## config.mk

```make
export PLATFORM = sky130hd
export DESIGN_NAME = serial_param_commit
export DESIGN_NICKNAME = d
export VERILOG_FILES = /design/src/serial_cmd_pkg.sv /design/src/serial_param_commit.sv
export SDC_FILE = /design/constraint.sdc
export NUM_CORES = 2
export LEC_CHECK = 0
export BUFFER_PORTS_ARGS = -buffer_cell sky130_fd_sc_hd__buf_2
export CORE_ASPECT_RATIO = 1.25
export CORE_MARGIN = 2
export CORE_UTILIZATION = 25
export DETAILED_ROUTE_END_ITERATION = 10
export PLACE_DENSITY = 0.38
export SKIP_LAST_GASP = 1
export SLEW_MARGIN = 20
export SYNTH_ARGS = -nofsm -noshare
export SYNTH_HDL_FRONTEND = slang
export SYNTH_SLANG_ARGS = --single-unit
```

## constraint.sdc

```tcl
create_clock -name core_clk -period 12.2 [get_ports core_clk]
set_input_delay 0 -clock core_clk [delete_from_list [all_inputs] [get_ports core_clk]]
set_output_delay 0 -clock core_clk [all_outputs]
set_load 0.03 [all_outputs]
```

## src/serial_cmd_pkg.sv

```systemverilog
// Purpose: shared constants and carrier types for the serial command checker
// Assumes: 16-bit register words, 8-bit characters
// Notes: address classes other than the commit and error detail words are
//        placed by this design

`default_nettype none

package serial_cmd_pkg;

  // ---------------------------------------------------------------
  // Function and exception codes
  // ---------------------------------------------------------------
  localparam logic [7:0] FC_READ = 8'h03;
  localparam logic [7:0] FC_LOOP = 8'h08;
  localparam logic [7:0] FC_WRITE = 8'h10;
  localparam logic [7:0] EXC_FLAG = 8'h80;
  localparam logic [7:0] EXC_FUNC = 8'h01;
  localparam logic [7:0] EXC_REG = 8'h02;
  localparam logic [7:0] EXC_QTY = 8'h03;
  localparam logic [7:0] EXC_MODE = 8'h22;
  localparam logic [7:0] EXC_UV = 8'h23;
  localparam logic [7:0] EXC_BUSY = 8'h24;
  localparam logic [7:0] EXC_NONE = 8'h00;

  // ---------------------------------------------------------------
  // Register map
  // ---------------------------------------------------------------
  localparam logic [15:0] ADDR_COMMIT_NV = 16'h0900;
  localparam logic [15:0] ADDR_COMMIT_RAM = 16'h0910;
  localparam logic [15:0] ADDR_ERR_DETAIL = 16'h003D;
  localparam logic [15:0] ADDR_BCAST_A = 16'h0001;
  localparam logic [15:0] ADDR_BCAST_B = 16'h0002;
  localparam logic [15:0] REF_LO = 16'h0001;
  localparam logic [15:0] REF_HI = 16'h000F;
  localparam logic [15:0] MON_LO = 16'h0020;
  localparam logic [15:0] MON_HI = 16'h003F;
  localparam logic [15:0] FAULT_TRACE = 16'h0080;
  localparam logic [15:0] FAULT_HIST_LO = 16'h0090;
  localparam logic [15:0] PARAM_LO = 16'h0100;
  localparam logic [15:0] PARAM_HI = 16'h08FF;

  // ---------------------------------------------------------------
  // Frame limits, timing, CRC
  // ---------------------------------------------------------------
  localparam logic [7:0] BCAST_ADDR = 8'h00;
  localparam logic [15:0] MIN_REGS = 16'h0001;
  localparam logic [15:0] MAX_REGS = 16'h0010;
  localparam logic [7:0] MAX_BYTES = 8'h20;
  localparam int MAX_FRAME = 41;
  localparam logic [5:0] FIXED_LEN = 6'h08;
  localparam logic [5:0] WRITE_HDR = 6'h09;
  localparam logic [5:0] EXC_LEN = 6'h05;
  localparam logic [5:0] GAP_BITS = 6'h18;
  localparam logic [5:0] CHAR_BITS = 6'h0B;
  localparam logic [15:0] CRC_INIT = 16'hFFFF;
  localparam logic [15:0] CRC_POLY = 16'hA001;

  // ---------------------------------------------------------------
  // Fault codes and error detail bit positions
  // ---------------------------------------------------------------
  localparam logic [7:0] FAULT_POWER_UNIT = 8'h01;
  localparam logic [7:0] FAULT_BUS_UV = 8'h02;
  localparam logic [7:0] FAULT_DRIVE_HI = 8'h2A;
  localparam logic [7:0] FAULT_CPU_LO = 8'h83;
  localparam logic [7:0] FAULT_CPU_HI = 8'h94;
  localparam int ERRB_CRC = 0;
  localparam int ERRB_LEN = 1;
  localparam int ERRB_PAR = 3;
  localparam int ERRB_OVR = 4;
  localparam int ERRB_FRM = 5;
  localparam int ERRB_TMO = 6;

  // ---------------------------------------------------------------
  // Carrier types
  // ---------------------------------------------------------------
  typedef struct packed {
    logic overrun;
    logic framing;
    logic parity;
  } rx_flags_t;

  typedef struct packed {
    logic running;
    logic dc_bus_low_alarm;
    logic defective_eeprom_alarm;
    logic param_busy;
  } drive_status_t;

  typedef struct packed {
    logic [15:0] addr;
    logic [15:0] data;
  } wr_port_t;

  typedef enum logic [2:0] {
    C_NONE, C_REF, C_MON, C_FAULT, C_PARAM, C_COMMIT
  } addr_class_t;

endpackage : serial_cmd_pkg

`default_nettype wire

```

## src/serial_param_commit.sv

```systemverilog
// Purpose: checks serial register requests, stages parameter writes,
//          commits them and builds normal or exception replies
// Assumes: byte receiver and transmitter run on core_clk; bit_tick is one
//          pulse per bit time
// Notes: frames with line errors, long gaps or bad lengths get no reply

`timescale 1ns/1ps
`default_nettype none

module serial_param_commit
  import serial_cmd_pkg::*;
#(
  parameter logic [7:0] EXC_DATA = 8'h21,
  parameter logic [15:0] REF_MAX = 16'hFFFF,
  parameter logic [15:0] PARAM_MAX = 16'hFFFF,
  parameter logic [15:0] SAFE_LO = 16'h0100,
  parameter logic [15:0] SAFE_HI = 16'h0105,
  parameter logic [15:0] SAFE_X = 16'h0300,
  parameter logic [15:0] SAFE_Y = 16'h0500,
  parameter int HIST_DEPTH = 4
) (
  input wire logic core_clk,
  input wire logic rst_n,
  input wire logic [7:0] slave_addr,
  input wire logic bit_tick,
  input wire logic rx_valid,
  input wire logic [7:0] rx_byte,
  input wire serial_cmd_pkg::rx_flags_t rx_flags,
  input wire logic err_reset,
  input wire serial_cmd_pkg::drive_status_t drive,
  input wire logic fault_new,
  input wire logic [7:0] fault_code,
  input wire logic fault_clear,
  output logic [15:0] rd_addr,
  input wire logic [15:0] rd_data,
  output logic tx_valid,
  output logic [7:0] tx_byte,
  input wire logic tx_ready,
  output serial_cmd_pkg::wr_port_t stage_wr,
  output logic stage_we,
  output serial_cmd_pkg::wr_port_t ref_wr,
  output logic ref_we,
  output logic commit_nv,
  output logic commit_ram,
  output logic [7:0] comm_err,
  output logic [7:0] fault_trace
);

  typedef enum logic [2:0] {
    S_IDLE, S_RECV, S_SKIP, S_CHECK, S_FETCH, S_WRITE, S_SEND
  } state_t;

  // ---------------------------------------------------------------
  // Helpers
  // ---------------------------------------------------------------
  function automatic logic [15:0] crc_step(input logic [15:0] c,
                                           input logic [7:0] b);
    logic [15:0] r;
    r = c ^ {8'h00, b};
    for (int k = 0; k < 8; k++) begin
      r = r[0] ? ((r >> 1) ^ CRC_POLY) : (r >> 1);
    end
    return r;
  endfunction : crc_step

  function automatic addr_class_t addr_class(input logic [15:0] a);
    if (a >= REF_LO && a <= REF_HI) return C_REF;
    if (a >= MON_LO && a <= MON_HI) return C_MON;
    if (a == FAULT_TRACE) return C_FAULT;
    if (a >= FAULT_HIST_LO && a < FAULT_HIST_LO + 16'(HIST_DEPTH)) begin
      return C_FAULT;
    end
    if (a >= PARAM_LO && a <= PARAM_HI) return C_PARAM;
    if (a == ADDR_COMMIT_NV || a == ADDR_COMMIT_RAM) return C_COMMIT;
    return C_NONE;
  endfunction : addr_class

  function automatic logic fault_known(input logic [7:0] c);
    return (c >= FAULT_POWER_UNIT && c <= FAULT_DRIVE_HI) ||
           (c >= FAULT_CPU_LO && c <= FAULT_CPU_HI);
  endfunction : fault_known

  // ---------------------------------------------------------------
  // State and frame decode
  // ---------------------------------------------------------------
  state_t state_q;
  logic [7:0] fr_q [MAX_FRAME];
  logic [15:0] wbuf_q [16];
  logic [7:0] hist_q [HIST_DEPTH];
  logic [5:0] n_q, len_q, ti_q, tlen_q, gap_q;
  logic [4:0] idx_q;
  logic ph_q;
  logic [7:0] exc_q, err_q, trace_q, tx_byte_q;
  logic [15:0] crc_rx_q, crc_tx_q, rd_addr_q;
  logic stage_we_q, ref_we_q, commit_nv_q, commit_ram_q;
  wr_port_t wr_q;

  logic [7:0] func;
  logic [15:0] start, qty, cur_addr, cur_data, crc_next, rd_word;
  logic [5:0] di, len_now, nxt;
  logic bcast, rx_bad, len_bad, gap_over, frame_done, last_word;
  logic [7:0] hdr_exc, word_exc, body_b, err_set;
  addr_class_t cls;

  assign func = fr_q[1];
  assign start = {fr_q[2], fr_q[3]};
  assign qty = {fr_q[4], fr_q[5]};
  assign bcast = fr_q[0] == BCAST_ADDR;
  assign cur_addr = start + {11'h000, idx_q};
  assign di = 6'h07 + {idx_q, 1'b0};
  assign cur_data = {fr_q[di], fr_q[di + 6'h01]};
  assign cls = addr_class(cur_addr);
  assign last_word = idx_q == 5'(qty - 16'h0001);
  assign rx_bad = |rx_flags;
  // Character time is inside the strobe spacing, so add it to the gap
  assign gap_over = gap_q > GAP_BITS + CHAR_BITS;
  assign len_bad = state_q == S_RECV && n_q == 6'h06 &&
                   func == FC_WRITE && rx_byte > MAX_BYTES;
  assign len_now = (n_q == 6'h06 && func == FC_WRITE) ?
                   WRITE_HDR + 6'(rx_byte) : len_q;
  assign crc_next = crc_step(state_q == S_IDLE ? CRC_INIT : crc_rx_q,
                             rx_byte);
  assign frame_done = state_q == S_RECV && rx_valid && !rx_bad &&
                      !len_bad && n_q >= 6'h07 &&
                      n_q + 6'h01 == len_now;

  // ---------------------------------------------------------------
  // Request checks
  // ---------------------------------------------------------------
  always_comb begin
    hdr_exc = EXC_NONE;
    if (func != FC_READ && func != FC_LOOP && func != FC_WRITE) begin
      hdr_exc = EXC_FUNC;
    end else if (func != FC_LOOP) begin
      if (qty < MIN_REGS || qty > MAX_REGS) begin
        hdr_exc = EXC_QTY;
      end else if (func == FC_WRITE && {8'h00, fr_q[6]} != {qty[14:0], 1'b0})
      begin
        hdr_exc = EXC_QTY;
      end else if (bcast && start != ADDR_BCAST_A && start != ADDR_BCAST_B)
      begin
        hdr_exc = EXC_REG;
      end
    end
  end

  always_comb begin
    word_exc = EXC_NONE;
    if (func == FC_READ) begin
      if (cls == C_NONE || cls == C_COMMIT) word_exc = EXC_REG;
    end else begin
      unique case (cls)
        C_NONE: word_exc = EXC_REG;
        C_MON, C_FAULT: word_exc = EXC_MODE;
        C_REF: if (cur_data > REF_MAX) word_exc = EXC_DATA;
        C_COMMIT: begin
          if (drive.running) word_exc = EXC_MODE;
          else if (drive.dc_bus_low_alarm) word_exc = EXC_UV;
          else if (cur_data != 16'h0000) word_exc = EXC_DATA;
        end
        C_PARAM: begin
          if (drive.running) word_exc = EXC_MODE;
          else if (drive.dc_bus_low_alarm) word_exc = EXC_UV;
          else if (drive.param_busy) word_exc = EXC_BUSY;
          else if (drive.defective_eeprom_alarm &&
                   !((cur_addr >= SAFE_LO && cur_addr <= SAFE_HI) ||
                     cur_addr == SAFE_X || cur_addr == SAFE_Y)) begin
            word_exc = EXC_MODE;
          end else if (cur_data > PARAM_MAX) word_exc = EXC_DATA;
        end
      endcase
    end
  end

  // ---------------------------------------------------------------
  // Sequencer
  // ---------------------------------------------------------------
  always_ff @(posedge core_clk) begin
    if (!rst_n) begin
      state_q <= S_IDLE;
      n_q <= 6'h00;
      len_q <= FIXED_LEN;
      idx_q <= 5'h00;
      ph_q <= 1'b0;
      exc_q <= EXC_NONE;
      ti_q <= 6'h00;
      tlen_q <= EXC_LEN;
    end else begin
      unique case (state_q)
        S_IDLE: if (rx_valid) begin
          state_q <= rx_bad ? S_SKIP : S_RECV;
          n_q <= 6'h01;
          len_q <= FIXED_LEN;
          exc_q <= EXC_NONE;
          ph_q <= 1'b0;
          idx_q <= 5'h00;
        end
        S_RECV: begin
          if (gap_over) state_q <= S_IDLE;
          else if (rx_valid) begin
            n_q <= n_q + 6'h01;
            len_q <= len_now;
            if (rx_bad || len_bad) state_q <= S_SKIP;
            else if (frame_done) begin
              state_q <= (crc_next == 16'h0000 &&
                          (bcast || fr_q[0] == slave_addr)) ?
                         S_CHECK : S_IDLE;
            end
          end
        end
        // Waits for line silence so the rest of a bad frame is not parsed
        S_SKIP: if (gap_over) state_q <= S_IDLE;
        S_CHECK: begin
          ti_q <= 6'h00;
          if (!ph_q) begin
            if (hdr_exc != EXC_NONE || (bcast && func != FC_WRITE)) begin
              exc_q <= hdr_exc;
              state_q <= bcast ? S_IDLE : S_SEND;
              tlen_q <= EXC_LEN;
            end else if (func == FC_LOOP) begin
              state_q <= S_SEND;
              tlen_q <= FIXED_LEN;
            end else ph_q <= 1'b1;
          end else if (word_exc != EXC_NONE) begin
            exc_q <= word_exc;
            state_q <= bcast ? S_IDLE : S_SEND;
            tlen_q <= EXC_LEN;
          end else if (last_word) begin
            idx_q <= 5'h00;
            ph_q <= 1'b0;
            state_q <= func == FC_READ ? S_FETCH : S_WRITE;
          end else idx_q <= idx_q + 5'h01;
        end
        S_FETCH: begin
          ph_q <= !ph_q;
          if (ph_q) begin
            idx_q <= idx_q + 5'h01;
            if (last_word) begin
              state_q <= S_SEND;
              tlen_q <= EXC_LEN + {qty[4:0], 1'b0};
            end
          end
        end
        S_WRITE: begin
          idx_q <= idx_q + 5'h01;
          if (last_word) begin
            state_q <= bcast ? S_IDLE : S_SEND;
            tlen_q <= FIXED_LEN;
          end
        end
        S_SEND: if (tx_ready) begin
          ti_q <= ti_q + 6'h01;
          if (ti_q == tlen_q - 6'h01) state_q <= S_IDLE;
        end
        default: state_q <= S_IDLE;
      endcase
    end
  end

  // ---------------------------------------------------------------
  // Frame capture, CRC and gap timer
  // ---------------------------------------------------------------
  always_ff @(posedge core_clk) begin
    if (!rst_n) begin
      for (int k = 0; k < MAX_FRAME; k++) fr_q[k] <= 8'h00;
    end else if (rx_valid && (state_q == S_IDLE ||
                 (state_q == S_RECV && n_q < 6'(MAX_FRAME)))) begin
      fr_q[state_q == S_IDLE ? 6'h00 : n_q] <= rx_byte;
    end
  end

  always_ff @(posedge core_clk) begin
    if (!rst_n) crc_rx_q <= CRC_INIT;
    else if (rx_valid) crc_rx_q <= crc_next;
  end

  always_ff @(posedge core_clk) begin
    if (!rst_n || rx_valid) gap_q <= 6'h00;
    else if (bit_tick && gap_q != 6'h3F) gap_q <= gap_q + 6'h01;
  end

  // ---------------------------------------------------------------
  // Link error details, set wins over reset
  // ---------------------------------------------------------------
  always_comb begin
    err_set = 8'h00;
    if (rx_valid && (state_q == S_IDLE || state_q == S_RECV)) begin
      err_set[ERRB_PAR] = rx_flags.parity;
      err_set[ERRB_OVR] = rx_flags.overrun;
      err_set[ERRB_FRM] = rx_flags.framing;
    end
    err_set[ERRB_LEN] = len_bad && rx_valid;
    err_set[ERRB_TMO] = state_q == S_RECV && gap_over;
    err_set[ERRB_CRC] = frame_done && crc_next != 16'h0000;
  end

  always_ff @(posedge core_clk) begin
    if (!rst_n) err_q <= 8'h00;
    else err_q <= (err_reset ? 8'h00 : err_q) | err_set;
  end

  // ---------------------------------------------------------------
  // Fault trace and history
  // ---------------------------------------------------------------
  always_ff @(posedge core_clk) begin
    if (!rst_n) begin
      trace_q <= 8'h00;
      for (int k = 0; k < HIST_DEPTH; k++) hist_q[k] <= 8'h00;
    end else if (fault_new && fault_known(fault_code)) begin
      trace_q <= fault_code;
      hist_q[0] <= fault_code;
      for (int k = 1; k < HIST_DEPTH; k++) hist_q[k] <= hist_q[k - 1];
    end else if (fault_clear) trace_q <= 8'h00;
  end

  // ---------------------------------------------------------------
  // Read fetch
  // ---------------------------------------------------------------
  always_comb begin
    if (rd_addr_q == ADDR_ERR_DETAIL) rd_word = {8'h00, err_q};
    else if (rd_addr_q == FAULT_TRACE) rd_word = {8'h00, trace_q};
    else if (addr_class(rd_addr_q) == C_FAULT) begin
      rd_word = {8'h00, hist_q[2'(rd_addr_q - FAULT_HIST_LO)]};
    end else rd_word = rd_data;
  end

  always_ff @(posedge core_clk) begin
    if (!rst_n) rd_addr_q <= 16'h0000;
    else if (state_q == S_FETCH && !ph_q) rd_addr_q <= cur_addr;
  end

  always_ff @(posedge core_clk) begin
    if (state_q == S_FETCH && ph_q) wbuf_q[idx_q[3:0]] <= rd_word;
  end

  // ---------------------------------------------------------------
  // Write strobes: staging, direct references and commits
  // ---------------------------------------------------------------
  always_ff @(posedge core_clk) begin
    if (!rst_n) begin
      stage_we_q <= 1'b0;
      ref_we_q <= 1'b0;
      commit_nv_q <= 1'b0;
      commit_ram_q <= 1'b0;
      wr_q <= '0;
    end else begin
      stage_we_q <= state_q == S_WRITE && cls == C_PARAM;
      ref_we_q <= state_q == S_WRITE && cls == C_REF;
      commit_nv_q <= state_q == S_WRITE &&
                     cur_addr == ADDR_COMMIT_NV;
      commit_ram_q <= state_q == S_WRITE &&
                      cur_addr == ADDR_COMMIT_RAM;
      if (state_q == S_WRITE) wr_q <= '{addr: cur_addr, data: cur_data};
    end
  end

  // ---------------------------------------------------------------
  // Reply builder
  // ---------------------------------------------------------------
  assign nxt = ti_q + 6'h01;

  always_comb begin
    if (exc_q != EXC_NONE) begin
      body_b = nxt == 6'h01 ? (fr_q[1] | EXC_FLAG) : exc_q;
    end else if (func == FC_READ) begin
      if (nxt == 6'h01) body_b = FC_READ;
      else if (nxt == 6'h02) body_b = {qty[6:0], 1'b0};
      else if (nxt[0]) body_b = wbuf_q[4'((nxt - 6'h03) >> 1)][15:8];
      else body_b = wbuf_q[4'((nxt - 6'h03) >> 1)][7:0];
    end else body_b = fr_q[nxt];
  end

  always_ff @(posedge core_clk) begin
    if (!rst_n) begin
      tx_byte_q <= 8'h00;
      crc_tx_q <= CRC_INIT;
    end else if (state_q != S_SEND) begin
      tx_byte_q <= fr_q[0];
      crc_tx_q <= CRC_INIT;
    end else if (tx_ready) begin
      if (ti_q < tlen_q - 6'h02) begin
        crc_tx_q <= crc_step(crc_tx_q, tx_byte_q);
        tx_byte_q <= (ti_q == tlen_q - 6'h03) ?
                     8'(crc_step(crc_tx_q, tx_byte_q)) : body_b;
      end else if (ti_q == tlen_q - 6'h02) tx_byte_q <= crc_tx_q[15:8];
    end
  end

  assign tx_valid = state_q == S_SEND;
  assign tx_byte = tx_byte_q;
  assign rd_addr = rd_addr_q;
  assign stage_wr = wr_q;
  assign ref_wr = wr_q;
  assign stage_we = stage_we_q;
  assign ref_we = ref_we_q;
  assign commit_nv = commit_nv_q;
  assign commit_ram = commit_ram_q;
  assign comm_err = err_q;
  assign fault_trace = trace_q;
endmodule : serial_param_commit

`default_nettype wire

```

* Yosys cells after proc, flatten, opt, wreduce, memory -nomap -nowiden
Memory sizes are Yosys's and may differ from the RTL's.
Index checks and enable logic that the tools add are counted.
** Cells by class
- $add $sub $neg :: 15
- Equality and inequality tests :: 58
- Bitwise gates (word level) :: 24
- Multiplexer cells :: 207
- $lt $le $gt $ge :: 29
- Reduce and logical (&&, ||, !) cells :: 91
** Operators with widths (count)
- $mux W16 :: 20
- $mux W8 :: 28
- $mux W3 :: 46
- $mux W6 :: 21
- $mux W1 :: 70
- $eq A16 B12 Y1 const B :: 4
- $not A2 Y3 :: 16
- $logic_and A1 B1 Y1 :: 42
- $pmux W8 S5 :: 1
- $pmux W6 S2 :: 3
- $eq A16 B8 Y1 const B :: 2
- $ge A16 B1 Y1 const B :: 2
- $ge A16 B6 Y1 const B :: 2
- $ge A16 B8 Y1 const B :: 2
- $ge A16 B9 Y1 const B :: 2
- $le A16 B12 Y1 const B :: 2
- $le A16 B4 Y1 const B :: 2
- $le A16 B6 Y1 const B :: 2
- $lt A16 B8 Y1 const B :: 2
- $reduce_bool A16 Y1 :: 2
- $xor A16 B8 Y16 :: 2
- $mux W5 :: 5
- $add A6 B1 Y6 const B :: 4
- $eq A6 B6 Y1 :: 4
- 74 further kinds :: 138
** Word-level totals
- Input port bits :: 55
- Register bits :: 155
- Bits in writable memories :: 616
- Output and inout port bits :: 109
- Memories kept :: 3
- Word-level logic and storage cells :: 448
** Memories
- fr_q :: words 41, bits a word 8, rd ports 10, clocked after memory_dff 0, write ports 41, RTL line serial_param_commit.sv:87 : logic [7:0] fr_q [MAX_FRAME];
- wbuf_q :: words 16, bits a word 16, rd ports 1, clocked after memory_dff 0, write ports 1, RTL line serial_param_commit.sv:88 : logic [15:0] wbuf_q [16];
- hist_q :: words 4, bits a word 8, rd ports 4, clocked after memory_dff 0, write ports 4, RTL line serial_param_commit.sv:89 : logic [7:0] hist_q [HIST_DEPTH];

* Longest topological paths before layout
- Depth after elaboration :: 42
- Depth in mapped cells :: 21

* Worst setup path before layout
Ideal clock, no wire load.
- Path type :: register -> register
- From :: register ti_q[0]
- To :: register tx_byte_q[2] (netlist: tx_byte[2])
- Setup time :: 0.117 ns
- Period minus slack after synthesis :: 5.596 ns
- Slack :: 6.604 ns
- Data arrival time :: 5.478 ns
- Cell stages (with the launch flop) :: 17
- Path through :: dfxtp_1 -> clkbuf_1 -> clkbuf_1 -> clkbuf_1 -> buf_2 -> buf_2 -> inv_1 -> ha_1 -> clkbuf_1 -> buf_1 -> buf_1 -> mux4_2 -> mux4_2 -> mux4_2 -> a21oi_1 -> o21ai_0 -> a32o_1
** On the way
- Longest elaborated chain between the ends :: 12
** RTL lines
- from (decl) :: RTL line serial_param_commit.sv:90 : logic [5:0] n_q, len_q, ti_q, tlen_q, gap_q;
- from (signal assigned) :: RTL line serial_param_commit.sv:252 : ti_q <= ti_q + 6'h01;
- $add A6 B1 Y6 :: RTL line serial_param_commit.sv:360 : assign nxt = ti_q + 6'h01;
- $sub A5 B2 Y5 :: RTL line serial_param_commit.sv:368, serial_param_commit.sv:369
- $mem_v2 Z16 W16
- $mux W8 :: RTL line serial_param_commit.sv:368 : else if (nxt[0]) body_b = wbuf_q[4'((nxt - 6'h03) >> 1)][15:8];
- $mux W8 :: RTL line serial_param_commit.sv:367 : else if (nxt == 6'h02) body_b = {qty[6:0], 1'b0};
- $mux W8 :: RTL line serial_param_commit.sv:366 : if (nxt == 6'h01) body_b = FC_READ;
- $mux W8 :: RTL line serial_param_commit.sv:365 : end else if (func == FC_READ) begin
- $mux W8 :: RTL line serial_param_commit.sv:363 : if (exc_q != EXC_NONE) begin
- $mux W8 :: RTL line serial_param_commit.sv:383 : tx_byte_q <= (ti_q == tlen_q - 6'h03) ?
- $mux W8 :: RTL line serial_param_commit.sv:381 : if (ti_q < tlen_q - 6'h02) begin
- $mux W8 :: RTL line serial_param_commit.sv:380 : end else if (tx_ready) begin
- $mux W8 :: RTL line serial_param_commit.sv:377 : end else if (state_q != S_SEND) begin
- to (signal assigned) :: RTL line serial_param_commit.sv:378 : tx_byte_q <= fr_q[0];
- to (signal assigned) :: RTL line serial_param_commit.sv:383
- to (signal assigned) :: RTL line serial_param_commit.sv:385 : end else if (ti_q == tlen_q - 6'h02) tx_byte_q <= crc_tx_q[15:8];
- to (decl) :: RTL line serial_param_commit.sv:93 : logic [7:0] exc_q, err_q, trace_q, tx_byte_q;
Parallel ways exist; a longest one is shown, timed or not. The select of a mux whose other input is x is not followed.
A chain may end at the register's enable or synchronous reset.

* Worst setup path in the final report
- From :: register idx_q[1]
- To :: register exc_q[2]
** On the way
- Longest elaborated chain between the ends :: 22
** RTL lines
- from (decl) :: RTL line serial_param_commit.sv:91 : logic [4:0] idx_q;
- from (signal assigned) :: RTL line serial_param_commit.sv:232 : end else idx_q <= idx_q + 5'h01;
- from (signal assigned) :: RTL line serial_param_commit.sv:237 : idx_q <= idx_q + 5'h01;
- from (signal assigned) :: RTL line serial_param_commit.sv:245 : idx_q <= idx_q + 5'h01;
- $add A16 B5 Y16 :: RTL line serial_param_commit.sv:109 : assign cur_addr = start + {11'h000, idx_q};
- $ge A16 B6 Y1, or another cell as far along :: RTL line serial_param_commit.sv:68 : if (a >= MON_LO && a <= MON_HI) return C_MON;
- $logic_and A1 B1 Y1 / $logic_or A1 B1 Y1 (equally long branches) :: RTL line serial_param_commit.sv:68, serial_param_commit.sv:74
- $mux W3 / $mux W1 (equally long branches) (2 in a row) :: RTL line serial_param_commit.sv:68, serial_param_commit.sv:74
- $mux W3 / $mux W1 (equally long branches) :: RTL line serial_param_commit.sv:69, serial_param_commit.sv:73
- $mux W3 / $mux W1 (equally long branches) :: RTL line serial_param_commit.sv:70 : if (a >= FAULT_HIST_LO && a < FAULT_HIST_LO + 16'(HIST_DEPTH)) begin
- $mux W3 / $mux W1 (equally long branches) :: RTL line serial_param_commit.sv:73, serial_param_commit.sv:69
- $mux W3 / $mux W1 (equally long branches) :: RTL line serial_param_commit.sv:74, serial_param_commit.sv:68
- [5 not listed]
- $mux W3 :: RTL line serial_param_commit.sv:68
- $eq A3 B2 Y1, or another cell as far along :: RTL line serial_param_commit.sv:152 : unique case (cls)
- $reduce_or A2 Y1 / $logic_or A1 B1 Y1 (equally long branches) :: RTL line serial_param_commit.sv:152, serial_param_commit.sv:150
- $pmux W8 S5 / $mux W2 (equally long branches) :: RTL line serial_param_commit.sv:152, serial_param_commit.sv:150
- $mux W8 (*) :: RTL line serial_param_commit.sv:149 : if (func == FC_READ) begin
- $reduce_bool A8 Y1 / $mux W8 (equally long branches) :: RTL line serial_param_commit.sv:224 : end else if (word_exc != EXC_NONE) begin
- $ne A3 B3 Y1 (no line) / $mux W8 (equally long branches)
- $reduce_and A4 Y1 (no line) / $pmux W8 S2 (equally long branches)
- to (signal assigned) :: RTL line serial_param_commit.sv:217 : exc_q <= hdr_exc;
- to (signal assigned) :: RTL line serial_param_commit.sv:225 : exc_q <= word_exc;
- to (decl) :: RTL line serial_param_commit.sv:93
Mark *: on every way between the ends. The rest lies on a longest branch, timed or not. The select of a mux whose other input is x is not followed.

==> impl_metrics.ini <==
[logic_synthesis]
ys_ff_latch = 951
synth_area_sq_um = 47800
ys_seq_area_share_pct = 56.6
syn_area_per_cell_sq_um = 14.1
synthCells = 3382
synthArstFlopShare_pct = 0
synthFlopType = edfxtp_1
synth_warnings = 0
yosysTopAreaCell = edfxtp_1
synth-edff-count = 800
synth_cell_types = 88
synth_top_area_share_pct = 50.3
ys_top_cells_by_area = edfxtp_1 50%, mux4_2 18%, dfxtp_1 6.3%

[floorplan]
core_sq_um = 190000
fp-row-count = 179
dieArea_sq_um = 195000
dieWidth_microns = 395
ioPinCount = 164
die_h_microns = 493
initial_core_util_pct = 25.1

[power_and_ir_drop]
comb_power_share_pct = 17.3
p_clk_share_pct = 38.3
ir_drop_mv = 0.121
p_sw_mw = 2.57
total_power_mw = 8.75
swShare_pct = 29.4
p_seq_share_pct = 44.5
power.density_nw_per_um2 = 155
internal_power_mw = 6.18
p_leak_nw = 19.3

[setup_path]
reg2reg_depth = 15
end_kind = register
crit_required_ns = 12.88
cp_max_fo = 48
arrival_ns = 8.15
path_class = reg2reg
startpoint_type = register

[timing]
setup_viol = 0
fmax_ghz = 0.134
timing.hold.ws_ns = 0.0588
finalCriticalPeriod_ns = 7.46
slew_violations = 0
period_share_pct = 61.2
rsz0062_at_grt = no
tightest_slew_ns = 1.09
finalClockSkew_ns = 0.0504
finalHoldViolations = 0
slew_headroom_pct = 26.4
tns_ns = 0
setup_slack_ns = 4.74

[cts]
tritoncts = built
post_cts_resized = 0
cts_num_sinks = 951
cts_made_buffers = 105
clk_latency_ns = 0.76
htreeDepth = 3
clk_path_buf_depth = 3
path_clk_slew_ns = 0.07
cts-root-buf = clkbuf_16

[cells_and_area]
fin_nets = 3792
drive_above_1_share_pct = 23.9
syn_to_final_growth_pct = 18.1
design_area_sq_um = 56400

[placement]
portBuffers = 161
dpl_worst_slack_ns = 5.11
dpl_cell_area_sq_um = 52300
hpwl_mm = 125
gp_congestion = 0.847

[drt]
wire_per_inst_microns = 28.5
remaining_drc_errors = 0
num_vias = 30974
via_per_inst = 4.90
drt_iter0_markers = 2431
drtPass1Iterations = 5
wirelength_mm = 180
detail-route-antenna-nets = 0

[global_route]
antenna_found_initial = 7
grt_pass1_vias = 31790
grt_pass1_wl_mm = 254
grt.total_usage_pct = 18.3
grt_max_degree = 83
grt_overflow_total = 0

[flow_run]
max-cap-violations = 0

[worst_hold_path]
holdPathStages = 6
hold_path_class = in2reg

[run_status]
status = finished clean
metal layers:
metal,track usage (%),vias to the layer above,part of all wire (%)
li1,-,13551,-
met1,23.0,16181,41
met5,0,-,0.0072
met2,32.3,976,51
met3,2.51,264,4.9
met4,6.23,2,3.5
state kept, by name, indices dropped and copies added, names as in the netlist, 4 cells and up, named ones only:
name,flops
fault_trace,8
n_q,6
tlen_q,6
comm_err,6
fr_q,512
tx_byte,8
hist_q,32
crc_rx_q,16
ti_q,6
exc_q,4
gap_q,6
rd_addr,16
ref_wr,32
len_q,6
idx_q,5
wbuf_q,256
crc_tx_q,16
final timing paths:
kind	start	end	slack, ns
worst min register to register	ref_wr[16]	ref_wr[16]	0.48
worst max-delay path	idx_q[1]	exc_q[2]	4.74
worst min-delay path	rd_data[0]	wbuf_q[4][0]	0.06
worst max register to register	idx_q[1]	exc_q[2]	4.74
cells by family (layout without fill, tap and decap cells):
group	after synthesis	in the layout	share of synthesized area (%)
AOI/OAI and AO/OA	385	385	5.22
adders and majority gates	38	38	1.01
and+or+nand+nor	1080	1080	11.6
buffers and inverters	318	561	2.92
DFF	951	951	56.6
muxes	478	478	20.0
other	1	166	0.00785
xor gates and xnor gates	131	131	2.54
Yosys cell counts, drive strengths merged (32+ instances only):
master and number:
a211oi 52, a21oi 86, and2 272, and3 49, buf 112, clkbuf 172, dfxtp 151, edfxtp 800
ha 37, inv 32, mux2i 91, mux4 381, nand2 204, nand3 53, nor2 240, nor3 123
o21ai 109, xnor2 79, xor2 51
critical path, stage by stage (launching register included):
cell and delay, ns:
dfxtp_1 0.72, inv_1 0.30, ha_4 0.88, buf_4 0.76, buf_4 0.80, mux4_2 0.59
mux2i_1 0.35, mux4_2 0.34, nand2_1 0.08, nor4b_2 0.55, nand4b_1 0.40, nand3_1 0.33
nand4_4 0.23, and2_1 0.24, o32ai_1 0.12, dlygate4sd3_1 0.58
layout by cell type, fill, tap and decap left out, types with 17 or more instances in the layout:
master / count
mux2i_1: 91
edfxtp_1: 800
buf_2: 160
nor3_1: 117
a211oi_1: 51
nand2b_1: 18
xor2_1: 46
nand2_1: 204
buf_4: 117
clkbuf_1: 18
clkbuf_16: 107
inv_1: 31
dfxtp_1: 148
nand3_1: 53
xnor2_1: 73
ha_1: 35
a21o_1: 19
conb_1: 163
nor2_1: 219
dlygate4sd3_1: 50
nor2b_1: 17
o21ai_0: 89
a21oi_1: 86
o211ai_1: 19
clkinv_1: 17
mux4_2: 381
nand4_1: 29
and2_1: 270
clkinv_2: 24
and3_1: 49
stage by stage:
stage / cells / utilization, %
2_1_floorplan: 3544 / -
3_3_place_gp: 6075 / 27.5
3_5_place_dp: 6075 / 27.5
4_1_cts: 6320 / 29.7
5_1_grt: 6321 / 29.7
6_report: 6324 / 29.7
timing repair:
action	CTS	global route
buffers inserted	0	0
endpoints found under the hold margin	454	0
hold buffers	50	0
cell type report:
type | count | area, sq um
Fill cell | 19032 | 134000
Timing Repair Buffer | 332 | 2290
Antenna cell | 3 | 7.51
Sequential cell | 951 | 27100
Clock inverter | 64 | 734
Multi-Input combinational cell | 2275 | 20200
Clock buffer | 131 | 2830
Inverter | 34 | 128
Tap cell | 2534 | 3170
power by group through the flow:
| stage | Clock, mW | Sequential [mW] | Combinational (mW) |
|---|---|---|---|
| final | 3.35 | 3.89 | 1.51 |
| after floorplan | 0 | 3.90 | 0.929 |
| after global placement | 0 | 3.96 | 1.51 |
| after CTS | 3.44 | 3.89 | 1.53 |
| after detailed placement | 0 | 3.96 | 1.51 |
| after global routing | 3.56 | 3.91 | 1.61 |
(Power assumes the default switching activity.)
